[config.mk]
export PLATFORM = sky130hd
export DESIGN_NAME = irq_flag_bank
export DESIGN_NICKNAME = d
export VERILOG_FILES = /design/src/shared/irq_flag_pkg.sv /design/src/rtl/irq_flag_word.sv /design/src/rtl/irq_flag_bank.sv
export SDC_FILE = /design/constraint.sdc
export NUM_CORES = 1
export LEC_CHECK = 0
export BUFFER_PORTS_ARGS = -buffer_cell sky130_fd_sc_hd__clkbuf_2
export CORE_MARGIN = 2
export CORE_UTILIZATION = 38
export DETAILED_ROUTE_END_ITERATION = 6
export PLACE_DENSITY_LB_ADDON = 0.2
export SYNTH_ARGS = -nofsm -noshare
export SYNTH_HDL_FRONTEND = slang
export SYNTH_HIERARCHICAL = 1
export SYNTH_SLANG_ARGS = --single-unit
[constraint.sdc]
create_clock -name i_sys_clk -period 2.3 [get_ports i_sys_clk]
set_input_delay 0.69 -clock i_sys_clk [delete_from_list [all_inputs] [get_ports i_sys_clk]]
set_output_delay 0.69 -clock i_sys_clk [all_outputs]
set_load 0.05 [all_outputs]
[src/shared/irq_flag_pkg.sv]
package irq_flag_pkg;

  localparam int          WORD_W    = 16;
  localparam int          REG_COUNT = 4;
  localparam int          ADDR_W    = 4;

  // Register word addresses on the plain register port.
  localparam logic [3:0]  ADDR_IRQ_FLAGS_0 = 4'h0;
  localparam logic [3:0]  ADDR_IRQ_FLAGS_1 = 4'h1;
  localparam logic [3:0]  ADDR_IRQ_FLAGS_2 = 4'h2;
  localparam logic [3:0]  ADDR_IRQ_FLAGS_3 = 4'h3;
  localparam logic [REG_COUNT-1:0][3:0] REG_ADDRS =
    {ADDR_IRQ_FLAGS_3, ADDR_IRQ_FLAGS_2, ADDR_IRQ_FLAGS_1, ADDR_IRQ_FLAGS_0};

  localparam logic [15:0] FLAGS_RESET = 16'h0000;
  localparam logic [15:0] RDATA_IDLE  = 16'h0000;

  // Implemented bit masks, one per flag word.
  localparam logic [15:0] IMPL_MASK_0 = 16'h3fef;
  localparam logic [15:0] IMPL_MASK_1 = 16'hfe1f;
  localparam logic [15:0] IMPL_MASK_2 = 16'h22e3;
  localparam logic [15:0] IMPL_MASK_3 = 16'h4006;
  localparam logic [REG_COUNT-1:0][15:0] IMPL_MASKS =
    {IMPL_MASK_3, IMPL_MASK_2, IMPL_MASK_1, IMPL_MASK_0};

  // Word 0 field positions.
  localparam int POS_ADC_DONE_FLAG   = 13;
  localparam int POS_UART_A_TX_FLAG  = 12;
  localparam int POS_UART_A_RX_FLAG  = 11;
  localparam int POS_SPI_A_EVENT     = 10;
  localparam int POS_SPI_A_FAULT     = 9;
  localparam int POS_TIMER_C_FLAG    = 8;
  localparam int POS_TIMER_B_FLAG    = 7;
  localparam int POS_COMPARE_B_FLAG  = 6;
  localparam int POS_CAPTURE_B_FLAG  = 5;
  localparam int POS_TIMER_A_FLAG    = 3;
  localparam int POS_COMPARE_A_FLAG  = 2;
  localparam int POS_CAPTURE_A_FLAG  = 1;
  localparam int POS_EXT_IRQ_A_FLAG  = 0;
  // Word 1 field positions.
  localparam int POS_UART_B_TX_FLAG  = 15;
  localparam int POS_UART_B_RX_FLAG  = 14;
  localparam int POS_EXT_IRQ_C_FLAG  = 13;
  localparam int POS_TIMER_E_FLAG    = 12;
  localparam int POS_TIMER_D_FLAG    = 11;
  localparam int POS_COMPARE_D_FLAG  = 10;
  localparam int POS_COMPARE_C_FLAG  = 9;
  localparam int POS_EXT_IRQ_B_FLAG  = 4;
  localparam int POS_PIN_CHANGE_FLAG = 3;
  localparam int POS_COMPARATOR_FLAG = 2;
  localparam int POS_I2C_A_MASTER    = 1;
  localparam int POS_I2C_A_SLAVE     = 0;
  // Word 2 field positions.
  localparam int POS_PARALLEL_PORT   = 13;
  localparam int POS_COMPARE_E_FLAG  = 9;
  localparam int POS_CAPTURE_E_FLAG  = 7;
  localparam int POS_CAPTURE_D_FLAG  = 6;
  localparam int POS_CAPTURE_C_FLAG  = 5;
  localparam int POS_SPI_B_EVENT     = 1;
  localparam int POS_SPI_B_FAULT     = 0;
  // Word 3 field positions.
  localparam int POS_CALENDAR_FLAG   = 14;
  localparam int POS_I2C_B_MASTER    = 2;
  localparam int POS_I2C_B_SLAVE     = 1;

  typedef struct packed {
    logic [15:0] flags;
  } word_state_s;

  typedef struct packed {
    logic [15:0] rdata;
  } bus_state_s;

endpackage : irq_flag_pkg

[src/rtl/irq_flag_word.sv]
`timescale 1ns/1ps
module irq_flag_word
  import irq_flag_pkg::*;
#(
  parameter logic [15:0] IMPL_MASK = 16'hffff
) (
  input  wire logic        i_sys_clk,
  input  wire logic        i_srst,
  input  wire logic        i_wr_en,
  input  wire logic [15:0] i_wdata,
  input  wire logic [15:0] i_evt,
  output logic      [15:0] o_flags
);

  word_state_s state_reg;
  word_state_s state_next;

  ////////////////////////////////////////////////////////////////////////////
  // Next flag value. The event term is OR-ed in last, so a request that lands
  // on a clearing write still survives instead of being wiped by software.
  always_comb begin
    state_next = state_reg;
    if (i_wr_en) begin
      state_next.flags = i_wdata;
    end
    state_next.flags = (state_next.flags | i_evt) & IMPL_MASK; // Masked bits never hold a one.
  end

  ////////////////////////////////////////////////////////////////////////////
  // State register with synchronous reset.
  always_ff @(posedge i_sys_clk) begin
    if (i_srst) begin
      state_reg.flags <= FLAGS_RESET;
    end else begin
      state_reg <= state_next;
    end
  end

  assign o_flags = state_reg.flags;

endmodule : irq_flag_word

[src/rtl/irq_flag_bank.sv]
// Our own choices: the register addresses and the strobed register port.
`timescale 1ns/1ps
module irq_flag_bank
  import irq_flag_pkg::*;
(
  input  wire logic              i_sys_clk,
  input  wire logic              i_srst,
  // Register port.
  input  wire logic [ADDR_W-1:0] i_addr,
  input  wire logic [15:0]       i_wdata,
  input  wire logic              i_wr,
  input  wire logic              i_rd,
  output logic      [15:0]       o_rdata,
  // Word 0 event pulses.
  input  wire logic              i_adc_done_flag_set,
  input  wire logic              i_uart_a_tx_flag_set,
  input  wire logic              i_uart_a_rx_flag_set,
  input  wire logic              i_spi_a_event_flag_set,
  input  wire logic              i_spi_a_fault_flag_set,
  input  wire logic              i_timer_c_flag_set,
  input  wire logic              i_timer_b_flag_set,
  input  wire logic              i_compare_b_flag_set,
  input  wire logic              i_capture_b_flag_set,
  input  wire logic              i_timer_a_flag_set,
  input  wire logic              i_compare_a_flag_set,
  input  wire logic              i_capture_a_flag_set,
  input  wire logic              i_ext_irq_a_flag_set,
  // Word 1 event pulses.
  input  wire logic              i_uart_b_tx_flag_set,
  input  wire logic              i_uart_b_rx_flag_set,
  input  wire logic              i_ext_irq_c_flag_set,
  input  wire logic              i_timer_e_flag_set,
  input  wire logic              i_timer_d_flag_set,
  input  wire logic              i_compare_d_flag_set,
  input  wire logic              i_compare_c_flag_set,
  input  wire logic              i_ext_irq_b_flag_set,
  input  wire logic              i_pin_change_flag_set,
  input  wire logic              i_comparator_flag_set,
  input  wire logic              i_i2c_a_master_flag_set,
  input  wire logic              i_i2c_a_slave_flag_set,
  // Word 2 event pulses.
  input  wire logic              i_parallel_port_flag_set,
  input  wire logic              i_compare_e_flag_set,
  input  wire logic              i_capture_e_flag_set,
  input  wire logic              i_capture_d_flag_set,
  input  wire logic              i_capture_c_flag_set,
  input  wire logic              i_spi_b_event_flag_set,
  input  wire logic              i_spi_b_fault_flag_set,
  // Word 3 event pulses.
  input  wire logic              i_calendar_flag_set,
  input  wire logic              i_i2c_b_master_flag_set,
  input  wire logic              i_i2c_b_slave_flag_set,
  // Flag words toward the interrupt logic.
  output logic      [15:0]       o_irq_flags_0,
  output logic      [15:0]       o_irq_flags_1,
  output logic      [15:0]       o_irq_flags_2,
  output logic      [15:0]       o_irq_flags_3
);

  logic [REG_COUNT-1:0][15:0] evt;
  logic [REG_COUNT-1:0][15:0] flags;
  logic [REG_COUNT-1:0]       wr_en;
  logic [REG_COUNT-1:0]       sel;
  logic [15:0]                rd_mux;
  bus_state_s                 state_reg;
  bus_state_s                 state_next;

  ////////////////////////////////////////////////////////////////////////////
  // Event routing. Sources arrive as one-cycle pulses from logic on this
  // clock, so no synchroniser sits in front of them.
  // vector order mapping
  always_comb begin
    evt = '0;
    evt[0][POS_ADC_DONE_FLAG]   = i_adc_done_flag_set;
    evt[0][POS_UART_A_TX_FLAG]  = i_uart_a_tx_flag_set;
    evt[0][POS_UART_A_RX_FLAG]  = i_uart_a_rx_flag_set;
    evt[0][POS_SPI_A_EVENT]     = i_spi_a_event_flag_set;
    evt[0][POS_SPI_A_FAULT]     = i_spi_a_fault_flag_set;
    evt[0][POS_TIMER_C_FLAG]    = i_timer_c_flag_set;
    evt[0][POS_TIMER_B_FLAG]    = i_timer_b_flag_set;
    evt[0][POS_COMPARE_B_FLAG]  = i_compare_b_flag_set;
    evt[0][POS_CAPTURE_B_FLAG]  = i_capture_b_flag_set;
    evt[0][POS_TIMER_A_FLAG]    = i_timer_a_flag_set;
    evt[0][POS_COMPARE_A_FLAG]  = i_compare_a_flag_set;
    evt[0][POS_CAPTURE_A_FLAG]  = i_capture_a_flag_set;
    evt[0][POS_EXT_IRQ_A_FLAG]  = i_ext_irq_a_flag_set;
    evt[1][POS_UART_B_TX_FLAG]  = i_uart_b_tx_flag_set;
    evt[1][POS_UART_B_RX_FLAG]  = i_uart_b_rx_flag_set;
    evt[1][POS_EXT_IRQ_C_FLAG]  = i_ext_irq_c_flag_set;
    evt[1][POS_TIMER_E_FLAG]    = i_timer_e_flag_set;
    evt[1][POS_TIMER_D_FLAG]    = i_timer_d_flag_set;
    evt[1][POS_COMPARE_D_FLAG]  = i_compare_d_flag_set;
    evt[1][POS_COMPARE_C_FLAG]  = i_compare_c_flag_set;
    evt[1][POS_EXT_IRQ_B_FLAG]  = i_ext_irq_b_flag_set;
    evt[1][POS_PIN_CHANGE_FLAG] = i_pin_change_flag_set;
    evt[1][POS_COMPARATOR_FLAG] = i_comparator_flag_set;
    evt[1][POS_I2C_A_MASTER]    = i_i2c_a_master_flag_set;
    evt[1][POS_I2C_A_SLAVE]     = i_i2c_a_slave_flag_set;
    evt[2][POS_PARALLEL_PORT]   = i_parallel_port_flag_set;
    evt[2][POS_COMPARE_E_FLAG]  = i_compare_e_flag_set;
    evt[2][POS_CAPTURE_E_FLAG]  = i_capture_e_flag_set;
    evt[2][POS_CAPTURE_D_FLAG]  = i_capture_d_flag_set;
    evt[2][POS_CAPTURE_C_FLAG]  = i_capture_c_flag_set;
    evt[2][POS_SPI_B_EVENT]     = i_spi_b_event_flag_set;
    evt[2][POS_SPI_B_FAULT]     = i_spi_b_fault_flag_set;
    evt[3][POS_CALENDAR_FLAG]   = i_calendar_flag_set;
    evt[3][POS_I2C_B_MASTER]    = i_i2c_b_master_flag_set;
    evt[3][POS_I2C_B_SLAVE]     = i_i2c_b_slave_flag_set;
  end

  ////////////////////////////////////////////////////////////////////////////
  // One flag word per register; decode and storage repeat per word.
  genvar g;
  generate
    for (g = 0; g < REG_COUNT; g++) begin : g_word
      assign sel[g]   = (i_addr == REG_ADDRS[g]);
      assign wr_en[g] = i_wr && sel[g];
      irq_flag_word #(
        .IMPL_MASK (IMPL_MASKS[g])
      ) u_word (
        .i_sys_clk (i_sys_clk),
        .i_srst    (i_srst),
        .i_wr_en   (wr_en[g]),
        .i_wdata   (i_wdata),
        .i_evt     (evt[g]),
        .o_flags   (flags[g])
      );
    end
  endgenerate

  ////////////////////////////////////////////////////////////////////////////
  // Read path. Unmapped addresses select nothing and so return zero; the
  // read shows the flags before any same-cycle write takes effect.
  always_comb begin
    rd_mux = RDATA_IDLE;
    for (int k = 0; k < REG_COUNT; k++) begin
      if (sel[k]) begin
        rd_mux = flags[k];
      end
    end
  end

  // Read data stand only in the cycle after the strobe, zero otherwise.
  always_comb begin
    state_next = state_reg;
    state_next.rdata = i_rd ? rd_mux : RDATA_IDLE;
  end

  always_ff @(posedge i_sys_clk) begin
    if (i_srst) begin
      state_reg.rdata <= RDATA_IDLE;
    end else begin
      state_reg <= state_next;
    end
  end

  assign o_rdata       = state_reg.rdata;
  assign o_irq_flags_0 = flags[0];
  assign o_irq_flags_1 = flags[1];
  assign o_irq_flags_2 = flags[2];
  assign o_irq_flags_3 = flags[3];

  // Helper copies of the previous read address and of all flag words.
  // They bypass the read mux, so a broken mux cannot agree with itself.
  logic [ADDR_W-1:0]          prev_addr;
  logic [REG_COUNT-1:0][15:0] prev_flags;
  always_ff @(posedge i_sys_clk) begin
    prev_addr  <= i_addr;
    prev_flags <= flags;
  end

  generate
    for (g = 0; g < REG_COUNT; g++) begin : g_chk

    end
  endgenerate
endmodule : irq_flag_bank

Word level (Yosys, flattened, before mapping)
Index checks and enable logic that the tools add are counted.
{"block": "totals", "regBits": 55, "input_bits": 59, "out_inout_bits": 80, "elab_cells": 28}
{"block": "classes", "eq_ne": 3, "n_mux": 8, "bitwise_logic": 5, "n_reduce_logical": 6}
{"cell": "$mux 16", "n": 4}
{"cell": "$mux 14", "n": 3}
{"cell": "$or 14x14->14", "n": 2}
{"cell": "$or 16x16->16", "n": 1}
{"cell": "$mux 15", "n": 1}
{"cell": "$or 15x15->15", "n": 1}
{"cell": "$eq 4x2->1 const B", "n": 2}
{"cell": "$eq 4x1->1 const B", "n": 1}
{"cell": "$logic_and 1x1->1", "n": 4}
{"cell": "$logic_not 4->1", "n": 1}
{"cell": "$reduce_or 2->1", "n": 1}
{"cell": "$not 1->1", "n": 1}

Longest topological paths before layout
Gate-level depths: netlist of the first run.
{"block": "logic_depth", "word_depth": 5, "ltp_mapped": 9}

By module
Netlist of the first run, hierarchy kept.
{"mod": "irq_flag_bank", "instances": 1, "cells_each": 80, "area_per_inst_um2": 935.9}
{"mod": "irq_flag_word at g_word[0].u_word", "instances": 1, "cells_each": 59, "area_per_inst_um2": 565.5}
{"mod": "irq_flag_word at g_word[1].u_word", "instances": 1, "cells_each": 55, "area_per_inst_um2": 514.2}
{"mod": "irq_flag_word at g_word[2].u_word", "instances": 1, "cells_each": 39, "area_per_inst_um2": 354.1}
{"mod": "irq_flag_word at g_word[3].u_word", "instances": 1, "cells_each": 26, "area_per_inst_um2": 217.7}

Worst setup path before layout of the first run
Ideal clock, no wire load.
{"block": "synth_timing", "kind": "input to register", "start": "in i_addr[1]", "end": "reg, netlist name g_word[1].u_word/o_flags[0]", "setup_time_ps": 132, "t_arrival_ps": 2034, "required_ps": 2168, "setup_slack_ps": 134, "cell_stages": 7, "path_buffers": 3, "cell_sequence": "buf_2 -> or3_1 -> clkbuf_1 -> nor2_1 -> buf_6 -> mux2i_1 -> a21oi_1"}
{"block": "synth_between", "elab_chain_len": 4}
{"item": "start: declaration", "line_no": "irq_flag_bank.sv:9", "source": "input wire logic [ADDR_W-1:0] i_addr,"}
{"item": "$eq 4x1->1", "line_no": "irq_flag_bank.sv:116", "source": "assign sel[g] = (i_addr == REG_ADDRS[g]);"}
{"item": "$logic_and 1x1->1", "line_no": "irq_flag_bank.sv:117", "source": "assign wr_en[g] = i_wr && sel[g];"}
{"item": "named net wr_en[1]", "line_no": "irq_flag_bank.sv:62", "source": "logic [REG_COUNT-1:0] wr_en;"}
{"item": "$mux 16", "line_no": "irq_flag_word.sv:23", "source": "if (i_wr_en) begin"}
{"item": "$or 16x16->16", "line_no": "irq_flag_word.sv:26", "source": "state_next.flags = (state_next.flags | i_evt) & IMPL_MASK;"}
The timed path passes the listed nets, and every way through them passes these cells.
A chain may end at the register's enable or synchronous reset.

Final worst setup path of the first run
{"block": "layout_timing", "start": "in i_addr[1]", "end": "reg, netlist name g_word[2].u_word/o_flags[6]"}
{"block": "layout_between", "elab_chain_len": 4}
{"item": "$eq 4x2->1", "line_no": "irq_flag_bank.sv:116"}
{"item": "$logic_and 1x1->1", "line_no": "irq_flag_bank.sv:117"}
{"item": "named net wr_en[2]", "line_no": "irq_flag_bank.sv:62"}
{"item": "$mux 14", "line_no": "irq_flag_word.sv:23"}
{"item": "$or 14x14->14", "line_no": "irq_flag_word.sv:26"}
The timed path passes the listed nets, and every way through them passes these cells.

==> results of run 1 <==
==> registers in the layout, indices dropped and copies added, names as in the netlist <==
register and cells:
g_word.u_word/o_flags 35, o_rdata 16
==> routing by layer <==
layer	track usage (%)	wire, um	up-vias
met5	0	0	-
met4	4.26	71	0
met3	3.90	307	6
met2	30.0	3290	67
met1	20.1	2710	928
li1	-	-	1042
==> per-stage QoR <==
stage	cells	utilization, %	power [mW]	setup WS [ps]
after floorplan	283	-	1.45	134
after global placement	446	46.6	1.55	197
after detailed placement	446	46.6	1.56	143
after CTS	454	48.4	2.20	463
after global routing	454	48.4	2.28	364
final	454	48.4	2.17	464
==> layout make-up <==
cell class / count / share of cell area [%]
clock buffers: 6 / 2.56
clock inverters: 2 / 1.08
inverters: 35 / 4.07
multi-input cells: 155 / 37.0
flip-flops and latches: 51 / 31.6
well taps: 80 / 3.10
repair buffers: 125 / 20.6
==> worst max-delay path by stage <==
stage	startpoint	slack, ps	depth (start not counted)	to
after global routing	i_addr[1]	360	6	g_word[2].u_word/o_flags[9]
after floorplan	i_addr[1]	130	7	g_word[1].u_word/o_flags[0]
final	i_addr[1]	460	6	g_word[2].u_word/o_flags[6]
after global placement	i_addr[1]	200	6	g_word[2].u_word/o_flags[6]
after CTS	i_addr[1]	460	6	g_word[2].u_word/o_flags[7]
after detailed placement	i_addr[1]	140	6	g_word[2].u_word/o_flags[7]
==> critical path, cell delays in order <==
cell	delay, ps
clkbuf_2	130
or3b_2	520
nor2_1	180
buf_4	210
mux2i_1	190
a21oi_1	80
==> report_power, final <==
| group | total, mW | switching (mW) | internal (mW) | leakage (nW) |
|---|---|---|---|---|
| sequential | 0.968 | 0.0343 | 0.933 | 0.423 |
| clock | 0.633 | 0.281 | 0.352 | 0.0612 |
| combinational | 0.568 | 0.407 | 0.160 | 1.20 |
==> results.sh, run 1 <==
export IMPL_rrSetupSlack_ps=1190
export IMPL_grt_usage_pct=16.7
export IMPL_max_cap_violations=0
export IMPL_leakagePower_nw=1.69
export IMPL_avgSynthCellArea_sq_um=10.0
export IMPL_required_ps=2470
export IMPL_skew_ps=5.08
export IMPL_root_buffer="clkbuf_8"
export IMPL_r2r_end="o_rdata[1]"
export IMPL_period_share_pct=79.8
export IMPL_ctsResizeCount=0
export IMPL_rsz0062_at_grt="no"
export IMPL_routed_wl_mm=6.39
export IMPL_status="complete, no violations"
export IMPL_netlist_instances=258
export IMPL_yosys_warnings=6
export IMPL_drc=0
export IMPL_nFillCells=692
export IMPL_cp_max_fo=6
export IMPL_vdd_drop_max_v=0.000297
export IMPL_worstHoldPathType="flop to flop"
export IMPL_initial_core_util_pct=38.7
export IMPL_slew_headroom_pct=34.6
export IMPL_fin_area_sq_um=3230
export IMPL_synth_area_sq_um=2580
export IMPL_fin_hold_ws_ps=559
export IMPL_num_antenna_cells=0
export IMPL_dpl_cell_area_sq_um=3110
export IMPL_grt_pass1_vias=1886
export IMPL_hold_path_startpoint="g_word[1].u_word/o_flags[9]"
export IMPL_dr_total_vias=2043
export IMPL_timing_rr_start="g_word[2].u_word/o_flags[1]"
export IMPL_start_kind="primary input"
export IMPL_place_hpwl_mm=4.98
export IMPL_layout_commonest_cell="clkbuf_2"
export IMPL_port_buffers=109
export IMPL_cts_tree="yes"
export IMPL_pwr_density_cell_nw_per_um2=671
export IMPL_timing_final_max_slew_violations=0
export IMPL_grt_overflow=0
export IMPL_reg2reg_depth=2
export IMPL_cts_setup_buffers=0
export IMPL_drive_gt1_share_pct=37.4
export IMPL_hold_violations=0
export IMPL_dieWidth_um=86.5
export IMPL_tightest_slew_ps=979
export IMPL_finalWeightedCongestion=0.786
export IMPL_core_area_sq_um=6680
export IMPL_wl_per_cell_um=14.1
export IMPL_grt_max_degree=36
export IMPL_design_portCount=139
export IMPL_mostFrequentLayoutCells="109 x clkbuf_2, 51 x dfxtp_1, 49 x mux2i_1"
export IMPL_vias_per_cell=4.50
export IMPL_setup_viol=0
export IMPL_crit_type="primary input to flop"
export IMPL_drt_pass1_iter_count=4
export IMPL_grt_pass1_wl_mm=9.53
export IMPL_area_growth_pct=25.0
export IMPL_final_setup_tns_ps=0
export IMPL_die_area_sq_um=7470
export IMPL_timing_fmax_ghz=0.545
export IMPL_die_y_um=86.5
export IMPL_rows=30
export IMPL_htreeDepth=2
export IMPL_cts_clk_slew_worst_paths_ps=90
export IMPL_multi_input_comb_area_sq_um=1190
export IMPL_hold_end="g_word[1].u_word/o_flags[9]"
export IMPL_period_needed_ps=1840
export IMPL_holdBufCountCts=0
export IMPL_whs_path_depth=2
export IMPL_clock_latency_ps=300
export IMPL_finalNetCount=432
export IMPL_ant_nets=0
export IMPL_clock_path_buffers=2
export IMPL_clkSinkCount=51
export IMPL_regArea_sq_um=1020
export IMPL_cts_made_buffers=5
export IMPL_dr_first_iter_drc_count=36
export IMPL_critical_path_arrival_ps=2010
export IMPL_cp_end_kind="flop"
export IMPL_antenna_found_initial=0
No activity file was read; power rests on OpenSTA's default activity.
==> run 2, diff against run 1 <==
--- a/config.mk
+++ b/config.mk
@@ -5,6 +5,7 @@
 export SDC_FILE = /design/constraint.sdc
 export NUM_CORES = 1
 export LEC_CHECK = 0
+export ABC_AREA = 1
 export BUFFER_PORTS_ARGS = -buffer_cell sky130_fd_sc_hd__clkbuf_2
 export CORE_MARGIN = 2
 export CORE_UTILIZATION = 38
==> constraint.sdc (replaced) <==
create_clock -name i_sys_clk -period 1.7 [get_ports i_sys_clk]
set_input_delay 0.51 -clock i_sys_clk [delete_from_list [all_inputs] [get_ports i_sys_clk]]
set_output_delay 0.51 -clock i_sys_clk [all_outputs]
set_load 0.05 [all_outputs]
==> run 2 against run 1 <==
- die area grew 12%
- area after synthesis grew 13%
- critical path type is now flop to output port
- wire length grew 30%
- non-clock buffer count grew 3
- clock power grew 7.1%
- power grew 31%
- via count grew 44%
- hold slack lost 83 ps
- register-to-register slack lost 300 ps
- largest cell class unchanged
- first-iteration DRC count grew to 3.5 times the previous value
- design area grew 12%
==> results.sh, run 2 <==
export IMPL_vdd_drop_max_v=0.000276
export IMPL_grt_pass1_wl_mm=13.2
export IMPL_pwr_share_clk_pct=23.9
export IMPL_leakagePower_nw=2.12
export IMPL_vias_per_cell=4.34
export IMPL_ant_nets=0
export IMPL_area_growth_pct=24.0
export IMPL_p_int_mw=1.76
export IMPL_rsz0062_at_grt="no"
export IMPL_layout_setup_ws_ps=183
export IMPL_start_kind="flop"
export IMPL_rows=31
export IMPL_fin_area_sq_um=3620
export IMPL_dieWidth_um=91.7
export IMPL_synth_area_sq_um=2920
export IMPL_utilization_pct=49.4
export IMPL_drc=0
export IMPL_period_share_pct=89.2
export IMPL_grt_pass1_vias=2640
export IMPL_post_place_cells=672
export IMPL_drive_gt1_share_pct=27.5
export IMPL_skew_ps=9.03
export IMPL_final_cells=680
export IMPL_die_y_um=91.7
export IMPL_mostFrequentLayoutCells="109 x clkbuf_2, 99 x nand2_1, 94 x nand3_1"
export IMPL_ctsResizeCount=0
export IMPL_cts_made_buffers=5
export IMPL_place_ws_ps=-62.6
export IMPL_clock_latency_ps=300
export IMPL_yosys_warnings=6
export IMPL_cts_clk_slew_worst_paths_ps=90
export IMPL_grt_overflow=0
export IMPL_clock_path_buffers=2
export IMPL_slowest_stage="dfxtp_1"
export IMPL_combPwrFrac_pct=29.6
export IMPL_routed_wl_mm=8.32
export IMPL_fin_hold_ws_ps=476
export IMPL_period_needed_ps=1520
export IMPL_design_portCount=139
export IMPL_cts_tree="yes"
export IMPL_max_stage_delay_ps=400
export IMPL_seq_power_share_pct=46.5
export IMPL_wl_per_cell_um=12.2
export IMPL_cp_max_fo=3
export IMPL_drt_pass1_iter_count=4
export IMPL_cts_setup_buffers=0
export IMPL_layout_commonest_cell="clkbuf_2"
export IMPL_root_buffer="clkbuf_8"
export IMPL_crit_buf_inv=1
export IMPL_initial_core_util_pct=39.8
export IMPL_finalNetCount=639
export IMPL_finalWeightedCongestion=0.848
export IMPL_path_cells="clkbuf_2"
export IMPL_largest_reg_flops=35
export IMPL_antenna_found_initial=0
export IMPL_pwr_density_cell_nw_per_um2=783
export IMPL_holdBufCountCts=0
export IMPL_htreeDepth=2
export IMPL_cp_top_family="flip-flops"
export IMPL_finalPower_mw=2.84
export IMPL_max_cap_violations=0
export IMPL_grt_max_degree=28
export IMPL_crit_type="flop to output port"
export IMPL_worstHoldPathType="primary input to flop"
export IMPL_die_area_sq_um=8400
export IMPL_required_ps=1190
export IMPL_critical_path_arrival_ps=1010
export IMPL_setup_viol=0
export IMPL_hold_violations=0
export IMPL_avgSynthCellArea_sq_um=6.27
export IMPL_timing_final_max_slew_violations=0
export IMPL_clkSinkCount=51
export IMPL_grt_usage_pct=19.9
export IMPL_dr_total_vias=2951
export IMPL_cp_end_kind="output port"
export IMPL_core_area_sq_um=7330
export IMPL_num_antenna_cells=0
export IMPL_port_buffers=109
export IMPL_timing_fmax_ghz=0.659
export IMPL_swShare_pct=38.1
export IMPL_dpl_cell_area_sq_um=3540
export IMPL_netlist_instances=466
export IMPL_place_hpwl_mm=6.61
export IMPL_status="complete, no violations"
export IMPL_dr_first_iter_drc_count=125
export IMPL_final_setup_tns_ps=0
export IMPL_p_sw_mw=1.08
==> run 2: metal layers <==
metal,GRT usage [%],vias up,routed length [um]
li1,-,1565,-
met1,27.1,1278,3710
met2,32.4,101,3950
met3,4.19,7,585
met4,4.55,0,74
met5,0,-,0
==> run 2: final cells by class <==
cell class | instances | area [sq um]
fill | 816 | 3710
multi-input combinational | 295 | 1310
timing repair buffer | 128 | 701
tap | 99 | 124
clock inverter | 1 | 5.00
clock buffer | 7 | 76.3
inverter | 99 | 382
sequential | 51 | 1020
==> run 2: final timing paths <==
kind / startpoint / end / slack, ps / cells after the start
setup / recovery: g_word[0].u_word/o_flags[8] / o_irq_flags_0[8] / 180 / 1
hold / removal: i_spi_b_fault_flag_set / g_word[2].u_word/o_flags[0] / 480 / 5
setup reg to reg: g_word[0].u_word/o_flags[0] / o_rdata[0] / 890 / 4
hold reg to reg: g_word[2].u_word/o_flags[6] / g_word[2].u_word/o_flags[6] / 570 / 4
==> run 2: power groups by stage <==
stage | Combinational [mW] | Clock, mW | Sequential, mW
floorplan | 0.429 | 0 | 1.57
global placement | 0.825 | 0 | 1.35
detailed placement | 0.834 | 0 | 1.35
CTS | 0.836 | 0.703 | 1.32
global route | 0.904 | 0.766 | 1.33
finish | 0.839 | 0.678 | 1.32
